File: src/sas_pkg.sv
// sas_pkg: constants and types for the converter sequencer
// assumes one clock at 100 MHz; all counts are in converter clock ticks
package sas_pkg;

	localparam int NBITS = 8;
	localparam int NCHAN = 8;

	// sequence edges, counted in converter clock ticks after start falls
	localparam logic [6:0] SAMPLE_OPEN = 7'h04;
	localparam logic [6:0] SAMPLE_CLOSE = 7'h08;
	localparam logic [6:0] DONE_EDGE = 7'h43;
	localparam logic [6:0] DECIDE_LAST = 7'h40;
	localparam logic [2:0] BIT_TICKS = 3'h7;
	localparam logic [7:0] SAR_FIRST = 8'h80;
	localparam logic [7:0] RESULT_RST = 8'h00;
	localparam logic EOC_RST = 1'h1;

	// controls handed to the analog front end
	typedef struct packed {
		logic [7:0] chan_en;
		logic sample;
		logic auto_zero;
		logic [7:0] dac_code;
	} sas_analog_t;

	typedef struct packed {
		logic [2:0] sel_s1;
		logic [2:0] sel_s2;
		logic [2:0] sel;
		logic ale_s1;
		logic ale_s2;
		logic ale_s3;
		logic start_s1;
		logic start_s2;
		logic start_s3;
		logic oe_s1;
		logic oe_s2;
		logic comp_s1;
		logic comp_s2;
		logic run;
		logic [6:0] cnt;
		logic [7:0] div;
		logic [2:0] slot;
		logic [7:0] sar;
		logic [7:0] mask;
		logic [7:0] result;
		logic eoc;
		logic sample;
		logic auto_zero;
		logic [7:0] chan_en;
	} sas_state_t;

	localparam sas_state_t STATE_RST = '{
		sel_s1: 3'h0, sel_s2: 3'h0, sel: 3'h0,
		ale_s1: 1'h0, ale_s2: 1'h0, ale_s3: 1'h0,
		start_s1: 1'h0, start_s2: 1'h0, start_s3: 1'h0,
		oe_s1: 1'h0, oe_s2: 1'h0, comp_s1: 1'h0, comp_s2: 1'h0,
		run: 1'h0, cnt: 7'h00, div: 8'h00, slot: 3'h0,
		sar: 8'h00, mask: 8'h00, result: RESULT_RST, eoc: EOC_RST,
		sample: 1'h0, auto_zero: 1'h0, chan_en: 8'h01
	};

endpackage

File: src/sas_seq.sv
// sas_seq: sequencer, channel latch and result register of an 8-bit
// successive-approximation converter with an 8-way input multiplexer
// assumes every pin input except RESETN is asynchronous to MCLK; the analog front end
// (mux switches, sampling switch, dac, comparator) sits outside
//
// Behaviour
// - select latched on rising latch strobe edge
// - select value picks channel zero to seven
// - successive approximation register holds bit decisions
// - rising start resets conversion registers
// - sequence counts from first edge after start falls
// - sampling from edge four to edge eight
// - done output falls on eighth edge
// - seven ticks per bit, fifty-six total
// - result loaded, done rises at edge 67
// - old result stays until next done rise
// - new start aborts and restarts conversion
// - comparator auto-zeroed before bit decisions
// - start held high keeps sequencer reset
// - output enable low floats result bus
`timescale 1ns/1ps
`default_nettype none

module sas_seq #(
	parameter logic [7:0] CLK_DIV = 8'h01
) (
	// clock and reset
	input wire logic MCLK,
	input wire logic RESETN,
	// host side
	input wire logic [2:0] CHANNEL_SELECT,
	input wire logic ADDR_LATCH,
	input wire logic START,
	input wire logic OE,
	output logic EOC,
	output logic [7:0] RESULT_BUS_O,
	output logic [7:0] RESULT_BUS_OE_N,
	// analog front end
	input wire logic COMP_IN,
	output sas_pkg::sas_analog_t ANALOG_CTRL
);

	function automatic logic [7:0] sas_onehot(input logic [2:0] code);
		sas_onehot = 8'h01 << code;
	endfunction

	sas_pkg::sas_state_t st;
	sas_pkg::sas_state_t next_st;
	logic tick;
	logic [6:0] next_cnt;

	// converter clock enable; a slower rate widens the sampling window
	assign tick = (st.div == CLK_DIV - 8'h01);
	assign next_cnt = st.cnt + 7'h01;

	always_comb begin
		next_st = st;
		next_st.sel_s1 = CHANNEL_SELECT;
		next_st.sel_s2 = st.sel_s1;
		next_st.ale_s1 = ADDR_LATCH;
		next_st.ale_s2 = st.ale_s1;
		next_st.ale_s3 = st.ale_s2;
		next_st.start_s1 = START;
		next_st.start_s2 = st.start_s1;
		next_st.start_s3 = st.start_s2;
		next_st.oe_s1 = OE;
		next_st.oe_s2 = st.oe_s1;
		next_st.comp_s1 = COMP_IN;
		next_st.comp_s2 = st.comp_s1;

		if (st.ale_s2 && !st.ale_s3) begin
			next_st.sel = st.sel_s2;
		end

		// mux follows the latch until sampling closes
		if (!(st.run && st.cnt >= sas_pkg::SAMPLE_CLOSE)) begin
			next_st.chan_en = sas_onehot(st.sel);
		end

		if (st.start_s2) begin
			// held here while start is high; counting begins after it falls
			next_st.run = 1'h1;
			next_st.cnt = 7'h00;
			next_st.div = 8'h00;
			next_st.slot = 3'h0;
			next_st.sar = 8'h00;
			next_st.mask = 8'h00;
			next_st.sample = 1'h0;
			next_st.auto_zero = 1'h1;
		end else if (st.run) begin
			next_st.div = tick ? 8'h00 : st.div + 8'h01;
			if (tick) begin
				next_st.cnt = next_cnt;
				next_st.slot = (st.slot == sas_pkg::BIT_TICKS - 3'h1) ? 3'h0 : st.slot + 3'h1;
				if (next_cnt == sas_pkg::SAMPLE_OPEN) begin
					next_st.auto_zero = 1'h0;
					next_st.sample = 1'h1;
				end
				if (next_cnt == sas_pkg::SAMPLE_CLOSE) begin
					next_st.sample = 1'h0;
					next_st.eoc = 1'h0;
					next_st.sar = sas_pkg::SAR_FIRST;
					next_st.mask = sas_pkg::SAR_FIRST;
					next_st.slot = 3'h0;
				end else if (st.mask != 8'h00 && st.slot == sas_pkg::BIT_TICKS - 3'h1) begin
					// keep the trial bit when the comparator says input is above
					next_st.sar = (st.comp_s2 ? st.sar : (st.sar & ~st.mask)) | (st.mask >> 1);
					next_st.mask = st.mask >> 1;
				end
				if (next_cnt == sas_pkg::DONE_EDGE) begin
					next_st.result = st.sar;
					next_st.eoc = 1'h1;
					next_st.run = 1'h0;
				end
			end
		end
	end

	always_ff @(posedge MCLK) begin
		if (!RESETN) begin
			st <= sas_pkg::STATE_RST;
		end else begin
			st <= next_st;
		end
	end

	assign EOC = st.eoc;
	assign RESULT_BUS_O = st.result;
	assign RESULT_BUS_OE_N = {8{~st.oe_s2}};
	assign ANALOG_CTRL.chan_en = st.chan_en;
	assign ANALOG_CTRL.sample = st.sample;
	assign ANALOG_CTRL.auto_zero = st.auto_zero;
	assign ANALOG_CTRL.dac_code = st.sar;
endmodule // sas_seq

`default_nettype wire

File: config.mk
export PLATFORM = sky130hd
export DESIGN_NAME = sas_seq
export DESIGN_NICKNAME = d
export VERILOG_FILES = /design/src/sas_pkg.sv /design/src/sas_seq.sv
export SDC_FILE = /design/constraint.sdc
export NUM_CORES = 1
export LEC_CHECK = 0
export ABC_AREA = 1
export BUFFER_PORTS_ARGS = -buffer_cell sky130_fd_sc_hd__buf_2
export CAP_MARGIN = 20
export CORE_UTILIZATION = 57
export DETAILED_ROUTE_END_ITERATION = 7
export GPL_TIMING_DRIVEN = 0
export PLACE_DENSITY = 0.79
export SLEW_MARGIN = 20
export SYNTH_ARGS = -nofsm -noshare
export SYNTH_HDL_FRONTEND = slang
export SYNTH_SLANG_ARGS = --single-unit
export TNS_END_PERCENT = 100
File: constraint.sdc
create_clock -name MCLK -period 2 [get_ports MCLK]
set_input_delay 0 -clock MCLK [delete_from_list [all_inputs] [get_ports MCLK]]
set_output_delay 0 -clock MCLK [all_outputs]
set_load 0.05 [all_outputs]
After elaboration in Yosys (flattened, before gate mapping):

Index checks and enable logic that the tools add are counted.
Widths: inputs -> output; s select.

* register bits: 72

* shifts and indexed selects: 1
* $add $sub $neg: 3
* mux-type cells: 15
* $lt $le $gt $ge: 1
* eq/ne operators: 4
* reductions and logical operators: 19
* bitwise operators: 6

Operators by type and width (count)
* $mux 46: 1
* $mux 35: 1
* $mux 16: 2
* $mux 30: 1
* $mux 8: 3
* $reduce_bool 2->1: 6
* $mux 9: 1
* $reduce_and 3->1: 3
* $add 8x1->8 const B: 1
* $and 8x8->8: 1
* $logic_not 8->1: 1
* $not 8->8: 1
* $or 8x7->8: 1
* $reduce_and 4->1: 2
* $reduce_bool 8->1: 1
* $shl 1x3->8 const A: 1
* $add 7x1->7 const B: 1
* $eq 7x3->1 const B: 1
* $eq 7x4->1 const B: 1
* $eq 7x7->1 const B: 1
* $ge 7x4->1 const B: 1
* $mux 3: 2
* $mux 2: 2
* $add 3x1->3 const B: 1
* 7 further kinds: 12

Depth between registers and ports, before layout:

Gate-level depths: netlist of run 1.

* depth after elaboration: 9
* mapped depth: 13
* mapped depth without buffers: 12

Worst setup path before layout of run 1:

OpenSTA, ideal clock, no wires.

* path kind: reg-to-reg
* start: register st[47] (netlist name)
* end: register st (netlist bit RESULT_BUS_O[6])
* setup slack: 0.291 ns
* arrival time: 1.594 ns
* required time: 1.885 ns
* period minus slack after synthesis: 1.709 ns
* stages on the path, launching flop included: 12
* library setup time: 0.115 ns
* cell sequence: dfxtp_1 ha_1 nand2_1 o21ai_0 nand2_1 nor2_2 nand2_1 nor2_4 buf_4 nand3_1 nand2_1 nor2_1

* longest elaborated chain between the ends: 3

RTL lines
* start: declaration: line sas_seq.sv:47 `sas_pkg::sas_state_t st;`
* start signal: assignment: line sas_seq.sv:121 `st <= sas_pkg::STATE_RST;`
* start signal: assignment: line sas_seq.sv:123 `st <= next_st;`
* $add 7x1->7: line sas_seq.sv:54 `assign next_cnt = st.cnt + 7'h01;`
* $eq 7x7->1: line sas_seq.sv:110 `if (next_cnt == sas_pkg::DONE_EDGE) begin`
* $reduce_and 4->1 (no source line)

No other way between the ends.
A chain may end at the register's enable or synchronous reset.

Final worst setup path of run 1:

* start: register st[47] (netlist name)
* end: register st (netlist bit RESULT_BUS_O[7])

The elaborated chain is that of the path after synthesis.

==> out/qor.yml, run 1 <==
run_status:
  status: "completed"
sta:
  finalSetupViolCount: 0
  hold_viol: 0
  final.min_clock_period_ns: 1.85
  clock.fmax_ghz: 0.541
  fin_skew_ns: 0.00840
  setup_ws_ns: 0.152
  period_share_pct: 92.4
  drv_slew: 0
  slew_headroom_pct: 67.5
  tightest_slew_ns: 0.488
  tns_ns: 0
setup_path:
  crit_fanout: 7
  max_stage_delay_ns: 0.38
  r2r_cells: 13
  reg2reg_setup_slack_ns: 0.15
  setup.worst_path.end_class: "flop"
  critPathLaunchType: "flop"
  criticalPathCategory: "flop to flop"
  critPathRequiredTime_ns: 2.24
  crit_arrival_ns: 2.09
  crit_chain: "ha_1 -> nand2_2 -> inv_1 -> nand3_1 -> nand2_1 -> nand2_2 -> inv_1 -> nand2_1 -> nor2_4 -> buf_4 -> nand3b_1 -> nand2_1 -> nor2_1"
  cpMostUsedCell: "nand2_1"
  slowest_stage: "dfxtp_4"
synthesis:
  ys_seq_elements: 72
  netlist_area_sq_mm: 0.00330
  postSynthCellCount: 446
  synth_cell_types: 29
  synth_nets: 461
  yosysWarnings: 0
  syn_area_per_cell_sq_um: 7.40
  synth-seq-area-share_pct: 43.7
clock_tree:
  cts_sinks: 72
  cts_tree: "yes"
  htree_levels: 3
  cts_made_buffers: 9
  cts.root.buffer_cell: "clkbuf_8"
  path_clk_slew_ns: 0.08
  clockBufferDepth: 2
  clock_latency_ns: 0.35
finish:
  fin_cells: 588
  final_cell_mix: "70 x dfxtp_1, 70 x nand2_1, 61 x inv_1"
  final_layout_size_suffix_gt1_share_pct: 22.5
  diodes: 0
  fin_util_pct: 71.6
  nets: 527
  final_area_sq_mm: 0.00397
  areaGrowthSynthToFinish_pct: 20.2
flow_run:
  maxCapViolCount: 0
floorplanning:
  dieWidth_microns: 78.1
  core-area_sq_mm: 0.00554
  start_util_pct: 59.6
  rows: 27
  num_io_pins: 44
  fp.dieH_microns: 78.1
  die_area_sq_mm: 0.00610
pwr:
  p_leak_uw: 0.00178
  ir_worst_vdd_uv: 536
  powerDensity_mw_per_mm2: 763
global_route:
  grt_max_degree: 13
  gr-total-overflow: 0
  gr-usage-all-layers_pct: 24.0
  grt_first_pass_wirelength_microns: 11500
  grt_pass1_vias: 2682
  antenna_found_initial: 0
worst_hold_path:
  worstHoldPathCells: 3
  min_path_type: "input port to flop"
routing:
  drt_iter0_markers: 205
  drcViolationCount: 0
  vias: 2933
  final_antenna_net_count: 0
  viasPerCell: 4.99
  drtPass1Iterations: 5
  post_drt_wl_per_cell_microns: 11.5
  finalWirelength_microns: 6780
placed_design:
  place_hpwl_microns: 4620
  numPlacedInstances: 560
  place_worst_setup_slack_ns: -0.00439
  port_buffers: 42
  placed_cell_area_sq_mm: 0.00360
  place_congestion: 0.830
[cell families after synthesis]
kind of cell	synth area share, %
compound gates	12.8
simple gates	24.5
buf+inv	16.5
xor+xnor	0.266
flops	43.7
fa+ha+maj	2.28
[critical path: cells and delay by family (launching register included)]
family                     cells  cell delay [ns]
adders and majority gates      1             0.19
buffers and inverters          3             0.37
and+or+nand+nor                9             0.80
DFF                            1             0.38
[stage by stage]
step | power (uW) | hold slack, ns
after floorplan | 1710 | 0.0976
after global placement | 1750 | 0.179
after detailed placement | 1760 | 0.185
after CTS | 3030 | 0.0185
after global routing | 3140 | 0.0430
final | 3030 | 0.0158
[layout make-up]
class	instances	area (sq um)
Tap cell	72	90.1
Clock buffer	10	138
Multi-Input combinational cell	267	1340
Buffer	45	314
Timing Repair Buffer	55	325
Fill cell	448	1570
Clock inverter	5	81.3
Sequential cell	72	1450
Inverter	62	233
[report_power, final]
part	switching (uW)	internal, uW
sequential	32.2	1470
combinational	159	82.3
clock	549	729
total	741	2290
[sequential cells by signal, summed over array words and instances, names as in the netlist]
name,flops
ANALOG_CTRL,18
EOC,1
RESULT_BUS_O,8
next_st,9
st,36
[cells in the mapped netlist]
library cell	n	share of area, %
nor2_4	2	0.68
inv_1	61	6.9
a31oi_1	2	0.38
o21bai_1	1	0.23
nor3_4	1	0.49
nand2_2	1	0.19
nand2_1	72	8.2
buf_2	2	0.30
nand4_1	5	0.95
nand3_1	39	5.9
dfxtp_1	72	44
inv_2	1	0.11
o22ai_1	4	0.76
o21ai_0	22	3.3
buf_4	35	8.0
nor2_1	49	5.6
nand3_2	1	0.30
ha_1	6	2.3
nand3b_1	1	0.23
a21oi_1	46	7.0
clkbuf_1	7	0.80
nor3b_1	3	0.68
nor3_1	6	0.91
nor2_2	2	0.38
o211ai_4	1	0.64
xor2_1	1	0.27
a211oi_1	1	0.23
buf_6	1	0.34
o2111ai_1	1	0.27
[final timing paths]
check / from / endpoint
min: RESETN / st[65]
min reg2reg: next_st[56] / st[56]
max reg2reg: st[47] / RESULT_BUS_O[7]
max: st[47] / RESULT_BUS_O[7]
[metal layers]
metal | up-vias | wire length, microns | share of wire, % | GRT usage, %
met3 | 17 | 322 | 4.8 | 5.23
met2 | 97 | 3320 | 49 | 41.0
met1 | 1293 | 2950 | 44 | 28.5
li1 | 1526 | - | - | -
met4 | 0 | 183 | 2.7 | 11.5
met5 | - | 0 | 0 | 0
[timing repair]
item,in CTS,in global routing
endpoints found under the hold margin,7,0
setup endpoints to repair,2,32
hold buffers,7,0
setup buffers,2,4
resized for setup,0,11
cloned,0,0
pin swaps,1,5
No activity file was read; power rests on OpenSTA's default activity.
==> inputs of run 2 (changes only) <==
Settings changed: BUFFER_PORTS_ARGS -buffer_cell sky130_fd_sc_hd__buf_2 to -buffer_cell sky130_fd_sc_hd__buf_4, CORE_ASPECT_RATIO from default to 1.25, CORE_UTILIZATION 57 to 61, PLACE_DENSITY 0.79 to 0.84.
Clock period 2 ns to 2.2 ns, I/O delays scaled along.
==> out/qor.yml, run 2 (synthesis results as in run 1) <==
sta:
  hold_viol: 0
  tns_ns: 0
  fin_skew_ns: 0.0136
  finalSetupViolCount: 0
  rsz0062_at_grt: "no"
  slew_headroom_pct: 69.8
  tightest_slew_ns: 0.453
  period_share_pct: 90.5
  clock.fmax_ghz: 0.502
  final.min_clock_period_ns: 1.99
  drv_slew: 0
clock_tree:
  cts_tree: "yes"
  cts_made_buffers: 9
  htree_levels: 3
  clock_latency_ns: 0.35
  cts_sinks: 72
  cts.root.buffer_cell: "clkbuf_8"
  clockBufferDepth: 2
  path_clk_slew_ns: 0.09
finish:
  fin_cells: 577
  multiInputGateArea_sq_mm: 0.00134
  nets: 525
  final_layout_size_suffix_gt1_share_pct: 21.7
  fillers: 366
  layout_commonest_cell: "buf_4"
  diodes: 0
  areaGrowthSynthToFinish_pct: 22.3
  seq_area_sq_mm: 0.00144
  final_cell_mix: "80 x buf_4, 71 x dfxtp_1, 71 x nand2_1"
  largest_reg_flops: 36
  top_register: "st"
setup_path:
  r2r-end: "RESULT_BUS_O[6]"
  crit_fanout: 10
  r2r-start: "st[46]"
  r2r_cells: 13
  crit_arrival_ns: 2.24
  setup.worst_path.end_class: "flop"
  reg2reg_setup_slack_ns: 0.21
  critPathLaunchType: "flop"
  critPathRequiredTime_ns: 2.45
  criticalPathCategory: "flop to flop"
floorplanning:
  start_util_pct: 64.0
  dieWidth_microns: 67.8
  core-area_sq_mm: 0.00515
  rows: 29
  die_area_sq_mm: 0.00571
  num_io_pins: 44
  fp.dieH_microns: 84.2
routing:
  post_drt_wl_per_cell_microns: 12.4
  drt_iter0_markers: 190
  drtPass1Iterations: 4
  vias: 3040
  finalWirelength_microns: 7150
  final_antenna_net_count: 0
  drcViolationCount: 0
  viasPerCell: 5.27
global_route:
  gr-usage-all-layers_pct: 27.0
  grt_first_pass_wirelength_microns: 11800
  antenna_found_initial: 0
  gr-usage-met1_pct: 31.6
  gr-total-overflow: 0
  busiest_layer: "met2"
  met3_usage_pct: 3.80
  grt_max_degree: 15
  grt_pass1_vias: 2743
  met2_usage_pct: 45.2
worst_hold_path:
  hp-start: "RESETN"
  min_path_type: "input port to flop"
  worstHoldPathCells: 3
  worstHoldEndpoint: "st[66]"
pwr:
  ir_worst_vdd_uv: 581
  powerDensity_mw_per_mm2: 693
  total_power_uw: 2800
  p_leak_uw: 0.00179
placed_design:
  place_hpwl_microns: 4840
  place_congestion: 0.866
  port_buffers: 42
  numPlacedInstances: 550
run_status:
  status: "completed"
flow_run:
  maxCapViolCount: 0
==> run 2: worst max path at each step <==
stage,cells past startpoint,start,slack [ns],endpoint
6_report,13,st[46],0.21,RESULT_BUS_O[6]
3_3_place_gp,11,st[47],0.22,RESULT_BUS_O[6]
3_5_place_dp,11,st[47],0.15,RESULT_BUS_O[6]
4_1_cts,11,st[47],0.11,RESULT_BUS_O[6]
2_1_floorplan,11,st[47],0.49,RESULT_BUS_O[6]
5_1_grt,13,st[46],0.002,RESULT_BUS_O[6]
==> run 2: power by group <==
part	switching, uW	total (uW)	internal (uW)	leakage, uW
clock	543	1200	654	0.000116
combinational	149	232	82.7	0.00109
sequential	31.1	1370	1340	0.000585
total	724	2800	2080	0.00179
==> run 2: worst max-delay path, stage by stage (launching register included) <==
cell,delay (ns)
dfxtp_1,0.40
ha_1,0.19
nand2_1,0.10
inv_1,0.11
nand3_1,0.08
nand2_1,0.06
nand2_1,0.12
inv_1,0.12
nand2_2,0.11
nor2_4,0.19
buf_4,0.20
nand3_1,0.08
nand2_1,0.07
nor2_1,0.05
==> run 2: final cells by class <==
class                           instances  area share (%)
Sequential cell                        72            35.7
Multi-Input combinational cell        268            33.2
Timing Repair Buffer                   52            10.1
Buffer                                 45            7.69
Inverter                               62            5.77
Clock buffer                            9            3.07
Clock inverter                          7            2.54
Tap cell                               62            1.92
==> run 2: timing repair <==
item	CTS	global route
endpoints found under the setup margin	0	23
hold buffers	7	0
resized for setup	0	6
setup buffers	0	3
hold endpoints to repair	7	0
==> run 2: layer usage <==
metal / up-vias / wire, microns
met5: - / 0
met2: 87 / 3670
li1: 1534 / -
met3: 19 / 258
met4: 0 / 274
met1: 1400 / 2950
==> run 2: metrics by stage <==
| step | hold slack [ns] | util [%] | area, sq um | worst slack [ns] |
|---|---|---|---|---|
| 6_report | 0.0670 | 78.3 | 4040 | 0.210 |
| 5_1_grt | 0.102 | 78.3 | 4040 | 0.00187 |
| 4_1_cts | 0.0529 | 77.4 | 3990 | 0.112 |
| 3_5_place_dp | 0.185 | 71.7 | 3690 | 0.150 |
| 3_3_place_gp | 0.181 | 71.7 | 3690 | 0.217 |
| 2_1_floorplan | 0.0976 | - | 3300 | 0.491 |
==> inputs of run 3 (changes only) <==
Settings changed: CORE_MARGIN from default to 2, RECOVER_POWER from default to 100.
==> out/qor.yml, run 3 (synthesis results as in run 1) <==
run_status:
  status: "completed"
sta:
  slew_headroom_pct: 59.5
  tns_ns: 0
  final.min_clock_period_ns: 1.99
  setup_ws_ns: 0.214
  period_share_pct: 90.3
  rsz0062_at_grt: "no"
  hold_viol: 0
  tightest_slew_ns: 0.610
  drv_slew: 0
  finalSetupViolCount: 0
  clock.fmax_ghz: 0.504
  fin_skew_ns: 0.00972
setup_path:
  critPathRequiredTime_ns: 2.46
  path_buf_inv: 2
  max_stage_delay_ns: 0.40
  crit_fanout: 10
  crit_chain: "inv_1 -> ha_1 -> nand2_1 -> nor2_1 -> nand2_1 -> nor2_2 -> buf_4 -> nand3_1 -> nand2_1 -> nor2_1"
  path_delay_family: "simple AND/OR/NAND/NOR gates"
  crit_arrival_ns: 2.24
  cpMostUsedCell: "nand2_1"
  setup.worst_path.end_class: "flop"
  slowest_stage: "nor2_2"
  criticalPathCategory: "flop to flop"
  critPathLaunchType: "flop"
routing:
  final_antenna_net_count: 0
  finalWirelength_microns: 6950
  drcViolationCount: 0
  drt_iter0_markers: 177
  post_drt_wl_per_cell_microns: 12.0
  viasPerCell: 5.12
  drtPass1Iterations: 4
  vias: 2952
finish:
  nets: 525
  areaGrowthSynthToFinish_pct: 16.9
  top_register: "st"
  final_area_sq_mm: 0.00386
  diodes: 0
  final_layout_size_suffix_gt1_share_pct: 14.6
  fin_util_pct: 74.8
  final_cell_mix: "73 x nand2_1, 70 x dfxtp_1, 62 x inv_1"
  largest_reg_flops: 36
  layout_commonest_cell: "nand2_1"
clock_tree:
  clockBufferDepth: 2
  cts_sinks: 72
  htree_levels: 3
  cts.root.buffer_cell: "clkbuf_8"
  path_clk_slew_ns: 0.09
  cts_tree: "yes"
  cts_made_buffers: 9
  clock_latency_ns: 0.35
floorplanning:
  fp.dieH_microns: 86.2
  num_io_pins: 44
  dieWidth_microns: 69.8
  core-area_sq_mm: 0.00515
  die_area_sq_mm: 0.00602
  rows: 29
  start_util_pct: 64.0
placed_design:
  port_buffers: 42
  place_congestion: 0.819
  placed_cell_area_sq_mm: 0.00369
  place_worst_setup_slack_ns: 0.156
  place_hpwl_microns: 4950
global_route:
  gr-usage-all-layers_pct: 25.0
  gr-total-overflow: 0
  grt_first_pass_wirelength_microns: 12100
  grt_pass1_vias: 2729
  grt_max_degree: 16
  antenna_found_initial: 0
flow_run:
  maxCapViolCount: 0
worst_hold_path:
  min_path_type: "input port to flop"
pwr:
  p_leak_uw: 0.00163
  ir_worst_vdd_uv: 561
  powerDensity_mw_per_mm2: 668
-- run 3: changes by cell type in the layout (fill, tap and decap cells not counted), sizes merged --
cell,previous run,this run
nor2,54,53
clkbuf,16,54
buf,83,46
bufinv,2,0
inv,65,67
clkinvlp,0,2
clkinv,2,0
-- run 3: power by group --
group / total (uW) / switching, uW / internal, uW
Sequential: 1370 / 28.9 / 1340
Clock: 984 / 552 / 432
Combinational: 221 / 147 / 73.6
Total: 2570 / 728 / 1850
-- run 3: repair_timing --
action | CTS | global route
endpoints found under the hold margin | 7 | 0
setup endpoints to repair | 0 | 25
buffers inserted | 0 | 4
gates resized for setup | 0 | 5
hold buffers | 7 | 0
-- run 3: metal layers --
layer	part of all wire, %	GRT usage, %	up-vias	wire, microns
met5	0	0	-	0
met4	3.1	12.6	0	216
met3	4.1	4.42	18	288
met2	52	43.5	75	3590
met1	41	29.9	1334	2850
li1	-	-	1525	-
-- run 3: path summary, 6_finish.rpt --
kind | from | endpoint | slack [ns] | cells after the start
worst max-delay path | st[39] | RESULT_BUS_O[6] | 0.21 | 10
worst min-delay path | RESETN | st[64] | 0.05 | 3
worst max register to register | st[39] | RESULT_BUS_O[6] | 0.21 | 10
worst min register to register | next_st[54] | st[54] | 0.42 | 2
-- run 3: cell type report --
type	instances	area [sq um]
plain buffers	45	310
inverters	62	233
well taps	62	77.6
fillers	425	1300
flip-flops and latches	72	1440
clock inverters	7	61.3
clock buffers	9	124
multi-input cells	267	1320
repair buffers	53	284
-- run 3: metrics by stage --
stage	hold WS, ns	cells	total power (uW)
after floorplan	0.0976	446	1550
after global placement	0.180	550	1610
after detailed placement	0.188	550	1610
after CTS	0.0312	573	2590
after global routing	0.0795	577	2670
final	0.0525	577	2570
-- run 3: worst min-delay path, stage by stage --
cell	delay, ns
clkbuf_1	0.19
o21ai_0	0.12
a21oi_1	0.05
